--- src/hdl/piu_pkg.sv ---
`default_nettype none

package piu_pkg;

    localparam int PIU_NUM_PERIPH = 16;
    localparam int PIU_NUM_SRC = PIU_NUM_PERIPH + 1;
    localparam int PIU_EXT_SRC = 0;
    localparam int PIU_SRC_W = 5;
    localparam int PIU_PRIO_W = 3;
    localparam int PIU_NUM_LEVELS = 8;
    localparam int PIU_SYNC_STAGES = 3;
    localparam logic [PIU_PRIO_W-1:0] PIU_PRIO_RESET = 3'h0;
    localparam logic [PIU_SRC_W-1:0] PIU_SRC_RESET = 5'h00;

    // Per-source trigger setup
    typedef struct packed {
        logic [PIU_PRIO_W-1:0] prio;
        logic edge_mode;
        logic active_high;
    } piu_src_cfg_t;

    // Service acknowledge for one normal source
    typedef struct packed {
        logic valid;
        logic [PIU_SRC_W-1:0] src;
    } piu_done_t;

    // Winner presented to the core
    typedef struct packed {
        logic valid;
        logic [PIU_SRC_W-1:0] src;
        logic [PIU_PRIO_W-1:0] prio;
    } piu_active_t;

endpackage

`default_nettype wire

--- src/hdl/piu_top.sv ---
`default_nettype none

// Functional notes
// [RQ1] Eight priority levels arbitrate pending sources
// [RQ2] Separate fast and normal request outputs
// [RQ3] Fast request driven only by fast pin
// [RQ4] Normal request from peripherals or external pin
// [RQ5] Per-source programmable level orders competing requests
// [RQ6] Each source level or edge sensitive
// [RQ7] External polarity: rising, falling, low, high
// [RQ8] Edge pending held until serviced
module piu_top
(
    // Clock and reset
    input wire logic mclk,
    input wire logic resetn,
    // Request inputs
    input wire logic ext_fast_irq_input,
    input wire logic ext_irq_input_zero,
    input wire logic [piu_pkg::PIU_NUM_PERIPH-1:0] periph_irq,
    // Configuration
    input wire piu_pkg::piu_src_cfg_t fast_cfg,
    input wire piu_pkg::piu_src_cfg_t [piu_pkg::PIU_NUM_SRC-1:0] src_cfg,
    // Service
    input wire logic fast_done,
    input wire piu_pkg::piu_done_t normal_done,
    // Core side, requests active low
    output logic core_fast_irq_request_n,
    output logic core_normal_irq_request_n,
    output var piu_pkg::piu_active_t active
);
    import piu_pkg::*;

    logic fast_pend;
    logic [PIU_NUM_SRC-1:0] pend;
    logic [PIU_NUM_SRC-1:0] raw;
    wire piu_src_cfg_t [PIU_NUM_SRC-1:0] cfg_eff;
    wire [PIU_NUM_SRC-1:0] top_lvl;
    piu_active_t next_active;
    logic [PIU_NUM_SRC-1:0] pend_q;
    piu_src_cfg_t [PIU_NUM_SRC-1:0] cfg_q;

    ////////////////////////////////////////////////////////////////////////
    // Fast path: own pin, own pending, nothing else feeds it
    piu_src #(.SYNC(1'b1)) u_fast
    (
        .mclk(mclk),
        .resetn(resetn),
        .raw(ext_fast_irq_input),
        .cfg(fast_cfg),
        .clear(fast_done),
        .pending(fast_pend)
    );

    ////////////////////////////////////////////////////////////////////////
    assign raw = {periph_irq, ext_irq_input_zero};

    generate
        for (genvar i = 0; i < PIU_NUM_SRC; i++)
        begin : g_src
            localparam bit IS_EXT = (i == PIU_EXT_SRC);
            // On-chip lines are active high
            assign cfg_eff[i] = IS_EXT ? src_cfg[i] :
                {src_cfg[i].prio, src_cfg[i].edge_mode, 1'b1};
            assign top_lvl[i] = (cfg_eff[i].prio == 3'h7);
            piu_src #(.SYNC(IS_EXT)) u_src
            (
                .mclk(mclk),
                .resetn(resetn),
                .raw(raw[i]),
                .cfg(cfg_eff[i]),
                .clear(normal_done.valid &&
                    normal_done.src == PIU_SRC_W'(i)), // RQ8
                .pending(pend[i])
            );
        end
    endgenerate

    ////////////////////////////////////////////////////////////////////////
    // Highest level wins, ties go to the lowest index
    always_comb
    begin
        next_active.valid = 1'b0;
        next_active.src = PIU_SRC_RESET;
        next_active.prio = PIU_PRIO_RESET;
        for (int i = 0; i < PIU_NUM_SRC; i++)
        begin
            if (pend[i] && (!next_active.valid ||
                cfg_eff[i].prio > next_active.prio)) // RQ1 RQ5
            begin
                next_active.valid = 1'b1;
                next_active.src = PIU_SRC_W'(i);
                next_active.prio = cfg_eff[i].prio;
            end
        end
    end

    always_ff @(posedge mclk or negedge resetn)
    begin
        if (!resetn)
        begin
            active.valid <= 1'b0;
            active.src <= PIU_SRC_RESET;
            active.prio <= PIU_PRIO_RESET;
        end
        else
            active <= next_active; // RQ5
    end

    always_ff @(posedge mclk or negedge resetn)
    begin
        if (!resetn)
            core_fast_irq_request_n <= 1'b1;
        else
            core_fast_irq_request_n <= ~fast_pend; // RQ2 RQ3
    end

    always_ff @(posedge mclk or negedge resetn)
    begin
        if (!resetn)
            core_normal_irq_request_n <= 1'b1;
        else
            core_normal_irq_request_n <= ~(|pend); // RQ2 RQ4
    end

    ////////////////////////////////////////////////////////////////////////
    // Previous-cycle copies for the winner check
    always_ff @(posedge mclk or negedge resetn)
    begin
        if (!resetn)
        begin
            pend_q <= '0;
            cfg_q <= '0;
        end
        else
        begin
            pend_q <= pend;
            cfg_q <= cfg_eff;
        end
    end

    chk_fast_only: assert property (@(posedge mclk) disable iff (!resetn) // RQ3
        !core_fast_irq_request_n |-> $past(fast_pend))
        else $error("fast request without fast pin source");

    chk_fast_follow: assert property (@(posedge mclk) disable iff (!resetn) // RQ2
        fast_pend |=> !core_fast_irq_request_n)
        else $error("fast pending not presented");

    chk_normal_follow: assert property (@(posedge mclk) // RQ4
        disable iff (!resetn)
        (|pend) |=> !core_normal_irq_request_n && active.valid)
        else $error("normal pending not presented");

    chk_normal_idle: assert property (@(posedge mclk) disable iff (!resetn) // RQ4
        !(|pend) |=> core_normal_irq_request_n && !active.valid)
        else $error("normal request without source");

    chk_prio_top: assert property (@(posedge mclk) disable iff (!resetn) // RQ5
        active.valid |-> pend_q[active.src] &&
        cfg_q[active.src].prio == active.prio)
        else $error("winner level mismatch");

    chk_prio_max: assert property (@(posedge mclk) disable iff (!resetn) // RQ1
        (|(pend & top_lvl)) |=> active.prio == 3'h7)
        else $error("top level not chosen");

    cov_fast: cover property (@(posedge mclk) disable iff (!resetn)
        !core_fast_irq_request_n);
    cov_both: cover property (@(posedge mclk) disable iff (!resetn)
        !core_fast_irq_request_n && !core_normal_irq_request_n);
    cov_contend: cover property (@(posedge mclk) disable iff (!resetn)
        pend[0] && pend[1] && active.src == 5'h01);
    cov_clear: cover property (@(posedge mclk) disable iff (!resetn)
        normal_done.valid ##1 core_normal_irq_request_n);

endmodule // piu_top

`default_nettype wire

--- src/hdl/piu_src.sv ---
`default_nettype none

module piu_src
#(
    parameter bit SYNC = 1'b1
)
(
    // Clock and reset
    input wire logic mclk,
    input wire logic resetn,
    // Source
    input wire logic raw,
    input wire piu_pkg::piu_src_cfg_t cfg,
    input wire logic clear,
    // Result
    output logic pending
);
    import piu_pkg::*;

    logic stable;
    logic settled;
    logic prev_act;
    logic lvl_act;
    logic edge_hit;

    ////////////////////////////////////////////////////////////////////////
    generate
        if (SYNC)
        begin : g_sync
            logic s1;
            logic s2;
            logic s3;
            logic held;
            logic [2:0] warm;
            logic ready;
            always_ff @(posedge mclk or negedge resetn)
            begin
                if (!resetn)
                begin
                    s1 <= 1'b0;
                    s2 <= 1'b0;
                    s3 <= 1'b0;
                    held <= 1'b0;
                    warm <= 3'h0;
                    ready <= 1'b0;
                end
                else
                begin
                    s1 <= raw;
                    s2 <= s1;
                    s3 <= s2;
                    // Ready once held first reflects the pin
                    warm <= {warm[1:0], 1'b1};
                    ready <= warm[2];
                    // Change counts once stages two and three agree
                    if (s2 == s3)
                        held <= s3;
                end
            end
            assign stable = held;
            assign settled = ready;

            chk_sync_agree: assert property (@(posedge mclk)
                disable iff (!resetn) $changed(held) |-> $past(s2 == s3))
                else $error("sync output moved without agreement");
        end
        else
        begin : g_direct
            assign stable = raw;
            assign settled = 1'b1;
        end
    endgenerate

    ////////////////////////////////////////////////////////////////////////
    // Gated until the chain is filled: no false edge after reset
    assign lvl_act = settled & (cfg.active_high ? stable : ~stable); // RQ7
    assign edge_hit = lvl_act & ~prev_act;

    always_ff @(posedge mclk or negedge resetn)
    begin
        if (!resetn)
            prev_act <= 1'b0;
        else
            prev_act <= lvl_act;
    end

    always_ff @(posedge mclk or negedge resetn)
    begin
        if (!resetn)
            pending <= 1'b0;
        else if (!cfg.edge_mode)
            pending <= lvl_act; // RQ6
        else if (edge_hit)
            pending <= 1'b1; // RQ8
        else if (clear)
            pending <= 1'b0; // RQ8
    end

    ////////////////////////////////////////////////////////////////////////
    chk_edge_latch: assert property (@(posedge mclk) disable iff (!resetn) // RQ8
        cfg.edge_mode && edge_hit |=> pending)
        else $error("edge did not latch pending");

    chk_edge_hold: assert property (@(posedge mclk) disable iff (!resetn) // RQ8
        cfg.edge_mode && $past(cfg.edge_mode) && pending && !clear
        |=> pending)
        else $error("edge pending dropped without clear");

    chk_level_follow: assert property (@(posedge mclk) disable iff (!resetn) // RQ6
        !cfg.edge_mode |=> pending == $past(lvl_act))
        else $error("level source does not follow input");

endmodule // piu_src

`default_nettype wire

--- config.mk ---
export PLATFORM = sky130hd
export DESIGN_NAME = piu_top
export DESIGN_NICKNAME = d
export VERILOG_FILES = /design/src/hdl/piu_pkg.sv /design/src/hdl/piu_top.sv /design/src/hdl/piu_src.sv
export SDC_FILE = /design/constraint.sdc
export NUM_CORES = 1
export LEC_CHECK = 0
export ABC_AREA = 1
export BUFFER_PORTS_ARGS = -buffer_cell sky130_fd_sc_hd__clkbuf_2
export CAP_MARGIN = 25
export CORE_MARGIN = 3
export CORE_UTILIZATION = 30
export CTS_BUF_LIST = sky130_fd_sc_hd__clkbuf_8
export DETAILED_ROUTE_END_ITERATION = 16
export PLACE_DENSITY_LB_ADDON = 0.25
export SETUP_SLACK_MARGIN = 0.3
export SYNTH_ARGS = -nofsm -noshare
export SYNTH_HDL_FRONTEND = slang
export SYNTH_HIERARCHICAL = 1
export SYNTH_SLANG_ARGS = --single-unit
--- constraint.sdc ---
create_clock -name mclk -period 16.3 [get_ports mclk]
set_clock_uncertainty 0.05 [all_clocks]
set_input_delay 3.26 -clock mclk [delete_from_list [all_inputs] [get_ports mclk]]
set_output_delay 3.26 -clock mclk [all_outputs]
set_load 0.01 [all_outputs]
======== Word level (Yosys, flattened, before mapping) ========
Index checks and enable logic that the tools add are counted.
operators by class
  add/subtract/negate cells ............... 0
  div/mod/pow operators ................... 0
  multiplexer cells ....................... 73
  multipliers ............................. 0
  equal/unequal tests ..................... 36
  bitwise gates (word level) .............. 42
  reductions and logical operators ........ 67
  $lt $le $gt $ge ......................... 16
  shift-type cells ........................ 0
operators with widths
  operator                                        count
  2-to-1 mux 9 bit                                17
  2-to-1 mux 1 bit                                56
  != test 3 x 1 -> 1 bit (second input constant)  18
  greater-than comparator 3 bit                   16
  == test 5 x 4 -> 1 bit (second input constant)  8
  logical AND 1 bit                               33
  NOT 1 bit                                       22
  AND 1 bit                                       20
  == test 5 x 3 -> 1 bit (second input constant)  4
  OR reduction 17 bit                             1
  logical NOT 1 bit                               16
  logical OR 1 bit                                16
  == test 5 x 2 -> 1 bit (second input constant)  2
  == test 5 x 1 -> 1 bit (second input constant)  1
  == test 5 bit (second input constant)           1
  logical NOT 5 bit                               1
  == test 1 bit                                   2
word-level totals
  flip-flop bits (word level) ............. 63
  memories kept ........................... 0
  latch bits .............................. 0
  output and inout bits ................... 11
  memory bits (writable) .................. 0
  bits of input ports ..................... 117
  bits in read-only memories .............. 0
  logic and storage cells ................. 287

======== Depth between registers and ports, before layout ========
  word-level depth ........................ 65
  mapped depth ............................ 150
  gate-level depth less buffers ........... 150

======== By module ========
The synthesis kept the hierarchy.
by module, submodules not included
  module                         instances  cells each  area an instance (sq um)  sequential area each (sq um)
  piu_top                        1          476         2781.4                    277.8
  piu_src (g_src[10].u_src ...)  16         11          91.3                      50.0
  piu_src (g_src[0].u_src ...)   2          21          307.8                     250.2

======== Least setup slack after synthesis ========
No wires, ideal clock.
  kind .................................... input -> register
  start point ............................. input src_cfg[4] (netlist name)
  end point ............................... register active[0] (netlist name)
  stages on the path ...................... 144
  slack ................................... -1.736 ns
  path buffers ............................ 0
  library setup time ...................... 0.118 ns
  data required time ...................... 16.132 ns
  arrival time ............................ 17.868 ns
  path through ............................ nand2_1 ha_1 a21oi_1 nand2_1 nand2_1 nand2_1 nand2_1 nand2_1 and2_1 ha_1 nand2_1 o21ai_0 nand2_1 nand2_1 nand2_1 o21ai_0 ha_1 a21oi_1 [108 not listed] and2_1 ha_1 nand2_1 o21ai_0 nand2_1 nand2_1 nand2_1 or2_2 nand2_1 ha_1 a21oi_1 o21ai_0 nand2_1 nand2_1 nand2_1 inv_1 nand2_1 nand2_1
RTL lines
  what                  line            source
  start, declared       piu_top.sv:23   input wire piu_pkg::piu_src_cfg_t [piu_pkg::PIU_NUM_SRC-1:0] src_cfg,
  end signal, assigned  piu_top.sv:107  active <= next_active;
  end, declared         piu_top.sv:30   output var piu_pkg::piu_active_t active

==> out/results.tsv <==
metric	value	unit
outcome	complete, but fails checks	
violations	setup timing	
netlist_instances	694	
grt_use_met1	0.194	
setup_viol	8	
crit_arrival	17.46	ns
antenna_found_initial	0	
grt_pass1_wl	21900	µm
antenna_left	0	
use_met3	0.0332	
cts_buffers	9	
crit_type	primary input to register	
ys_seq_elements	63	
drc_errors	0	
tightest_slew	0.804	ns
clock-sinks	63	
reg2reg_slack	1.39	ns
ys_seq_area_frac	0.325	
clock.fmax	57.9	MHz
layout.cells.most_common_list	nand2_1 (142), buf_4 (122), inv_1 (114)	
htreeDepth	3	
grt_max_degree	64	
drv_cap	0	
synthToLayoutAreaGrowth	60.0	%
core	15500	µm²
first_iter_violations	120	
holdPathEnd	g_src[0].u_src/g_sync.s2	
fill_cells	1562	
die-area	17800	µm²
cp-start-kind	primary input	
ctsHoldBuffers	0	
grt_pass1_vias	4921	
rsz0062_at_grt	yes	
finalHoldViolations	0	
clk_pin_slew_worst_paths	0.08	ns
dp_hpwl	10200	µm
start_util	0.313	
root_buffer	clkbuf_8	
wl_per_cell	11.1	µm
slowest_delay	0.29	ns
slew_headroom	0.464	
num_rows	45	
cts_max_path_buffers	2	
antenna_cells	0	
yosysUniqueCellTypes	33	
syn_area	4860	µm²
layout_setup_ws	-0.971	ns
vias	5066	
crit_top_cell	nand2_1	
die_w	133	µm
slowest_stage	ha_1	
final_common_cell	nand2_1	
gp_congestion	0.795	
r2r_cells	145	
min_period_over_period	1.06	
die_y	133	µm
cts_tree	built	
use_met2	0.255	
crit_family	simple AND/OR/NAND/NOR gates	
fin_crit	17.27	ns
dpl_worst_slack	-2.01	ns
firstDrtPassIters	4	
path_max_fanout	7	
grt.busiest_layer	met2	
nets	1125	
r2r_end	active[0]	
end_kind	register	
critPathRequiredTime	16.49	ns
routed_wl	13200	µm
synth_warnings	6	
holdPathStages	0	
drv_slew	0	
layout-drive-gt1-share	0.435	
vias_per_cell	4.28	
crit_buf_inv	25	
grt.overflow.total	0	
grt_use_total	0.148	
io_pins	128	
min-delay-start	g_src[0].u_src/g_sync.s1	
r2r-start	g_src[0].u_src/pending	
port_buffers	108	
insertion_delay	0.34	ns
hold_class	register to register	
syn_avg_cell_area	7.00	µm²
-- worst max-delay path by stage --
stage | cells past startpoint | startpoint | slack (ns) | endpoint
floorplan | 147 | src_cfg[4] | -0.83 | active[0]
global placement | 143 | src_cfg[4] | -1.90 | active[3]
detailed placement | 146 | src_cfg[4] | -2.01 | active[3]
CTS | 149 | src_cfg[4] | -0.91 | active[2]
global route | 149 | src_cfg[4] | -2.18 | active[1]
finish | 146 | src_cfg[9] | -0.97 | active[0]
-- synth_stat cells --
cell      instances  area [µm²]
nand2_2          30         188
or2_4             2        17.5
and3_1            2        12.5
nand3b_1         19         143
nand3_1          75         375
or4_1             1        7.51
o211ai_1          1        7.51
o21a_1            1        7.51
dfrtp_1          61        1530
inv_1           120         450
nor3b_1           1        7.51
nor3_1            2        10.0
ha_1             40         500
maj3_2            2        22.5
nand2_4           7        78.8
nor2_1           30         113
o31ai_1           1        7.51
nand4_1          21         131
nand3_2           4        40.0
a31oi_1           3        18.8
or2_1             2        12.5
o21ai_1           1        5.00
a21oi_1          12        60.1
conb_1            3        11.3
o21ai_0          34         170
nand2_1         188         706
clkinv_1          1        3.75
inv_2             2        7.51
or2_2             2        12.5
dfstp_2           2        52.6
or3_1             1        6.26
o21ai_2           1        8.76
and2_1           22         138
-- cell families (layout without fill, tap and decap cells) --
logic type / Yosys count / count (layout) / synth area share
buf+inv: 123 / 371 / 0.0950
flops: 63 / 63 / 0.325
fa+ha+maj: 42 / 42 / 0.108
compound gates: 54 / 54 / 0.0587
other cells: 3 / 34 / 0.00232
simple gates: 409 / 409 / 0.411
-- layer usage --
metal | wire length (µm) | vias up
li1 | - | 2746
met1 | 6110 | 2239
met2 | 6410 | 72
met3 | 589 | 9
met4 | 70 | 0
met5 | 0 | -
-- layout make-up --
cell class                 instances  area, µm²  area share
multi-input combinational        539       3780       0.486
sequential                        63       1580       0.203
tap                              211        264      0.0340
inverter                         123        469      0.0604
clock inverter                     6       61.3     0.00789
clock buffer                      10        138      0.0177
timing repair buffer             232       1490       0.191
-- per-stage QoR --
step	area, µm²	hold WS (ns)	cells	setup TNS [ns]	utilization
2_1_floorplan	5170	0.281	725	-6.38	-
3_3_place_gp	6580	0.282	1124	-14.69	0.423
3_5_place_dp	6580	0.287	1124	-15.69	0.423
4_1_cts	7380	0.305	1172	-7.06	0.475
5_1_grt	7770	0.314	1184	-17.14	0.500
6_report	7770	0.301	1184	-7.59	0.500
-- state kept, by name (all words and copies together) (netlist names) --
signal / count
g_src.u_src/g_sync.ready: 1
g_src.u_src/g_sync.s3: 1
active: 9
u_fast/g_sync.ready: 1
u_fast/g_sync.s1: 1
g_src.u_src/g_sync.warm: 3
u_fast/pending: 1
u_fast/g_sync.held: 1
u_fast/g_sync.s3: 1
core_normal_irq_request_n: 1
u_fast/g_sync.s2: 1
g_src.u_src/pending: 17
g_src.u_src/g_sync.held: 1
g_src.u_src/g_sync.s2: 1
g_src.u_src/prev_act: 17
u_fast/g_sync.warm: 3
core_fast_irq_request_n: 1
u_fast/prev_act: 1
g_src.u_src/g_sync.s1: 1
-- repair_timing --
item,4_1_cts,5_1_grt
gates resized for setup,63,69
endpoints found under the setup margin,8,8
pin swaps,59,44
setup buffers,32,12
Power is left out: the tool's default activity adds up to more than one toggle a clock period on the data nets, which glitch-free logic cannot reach.
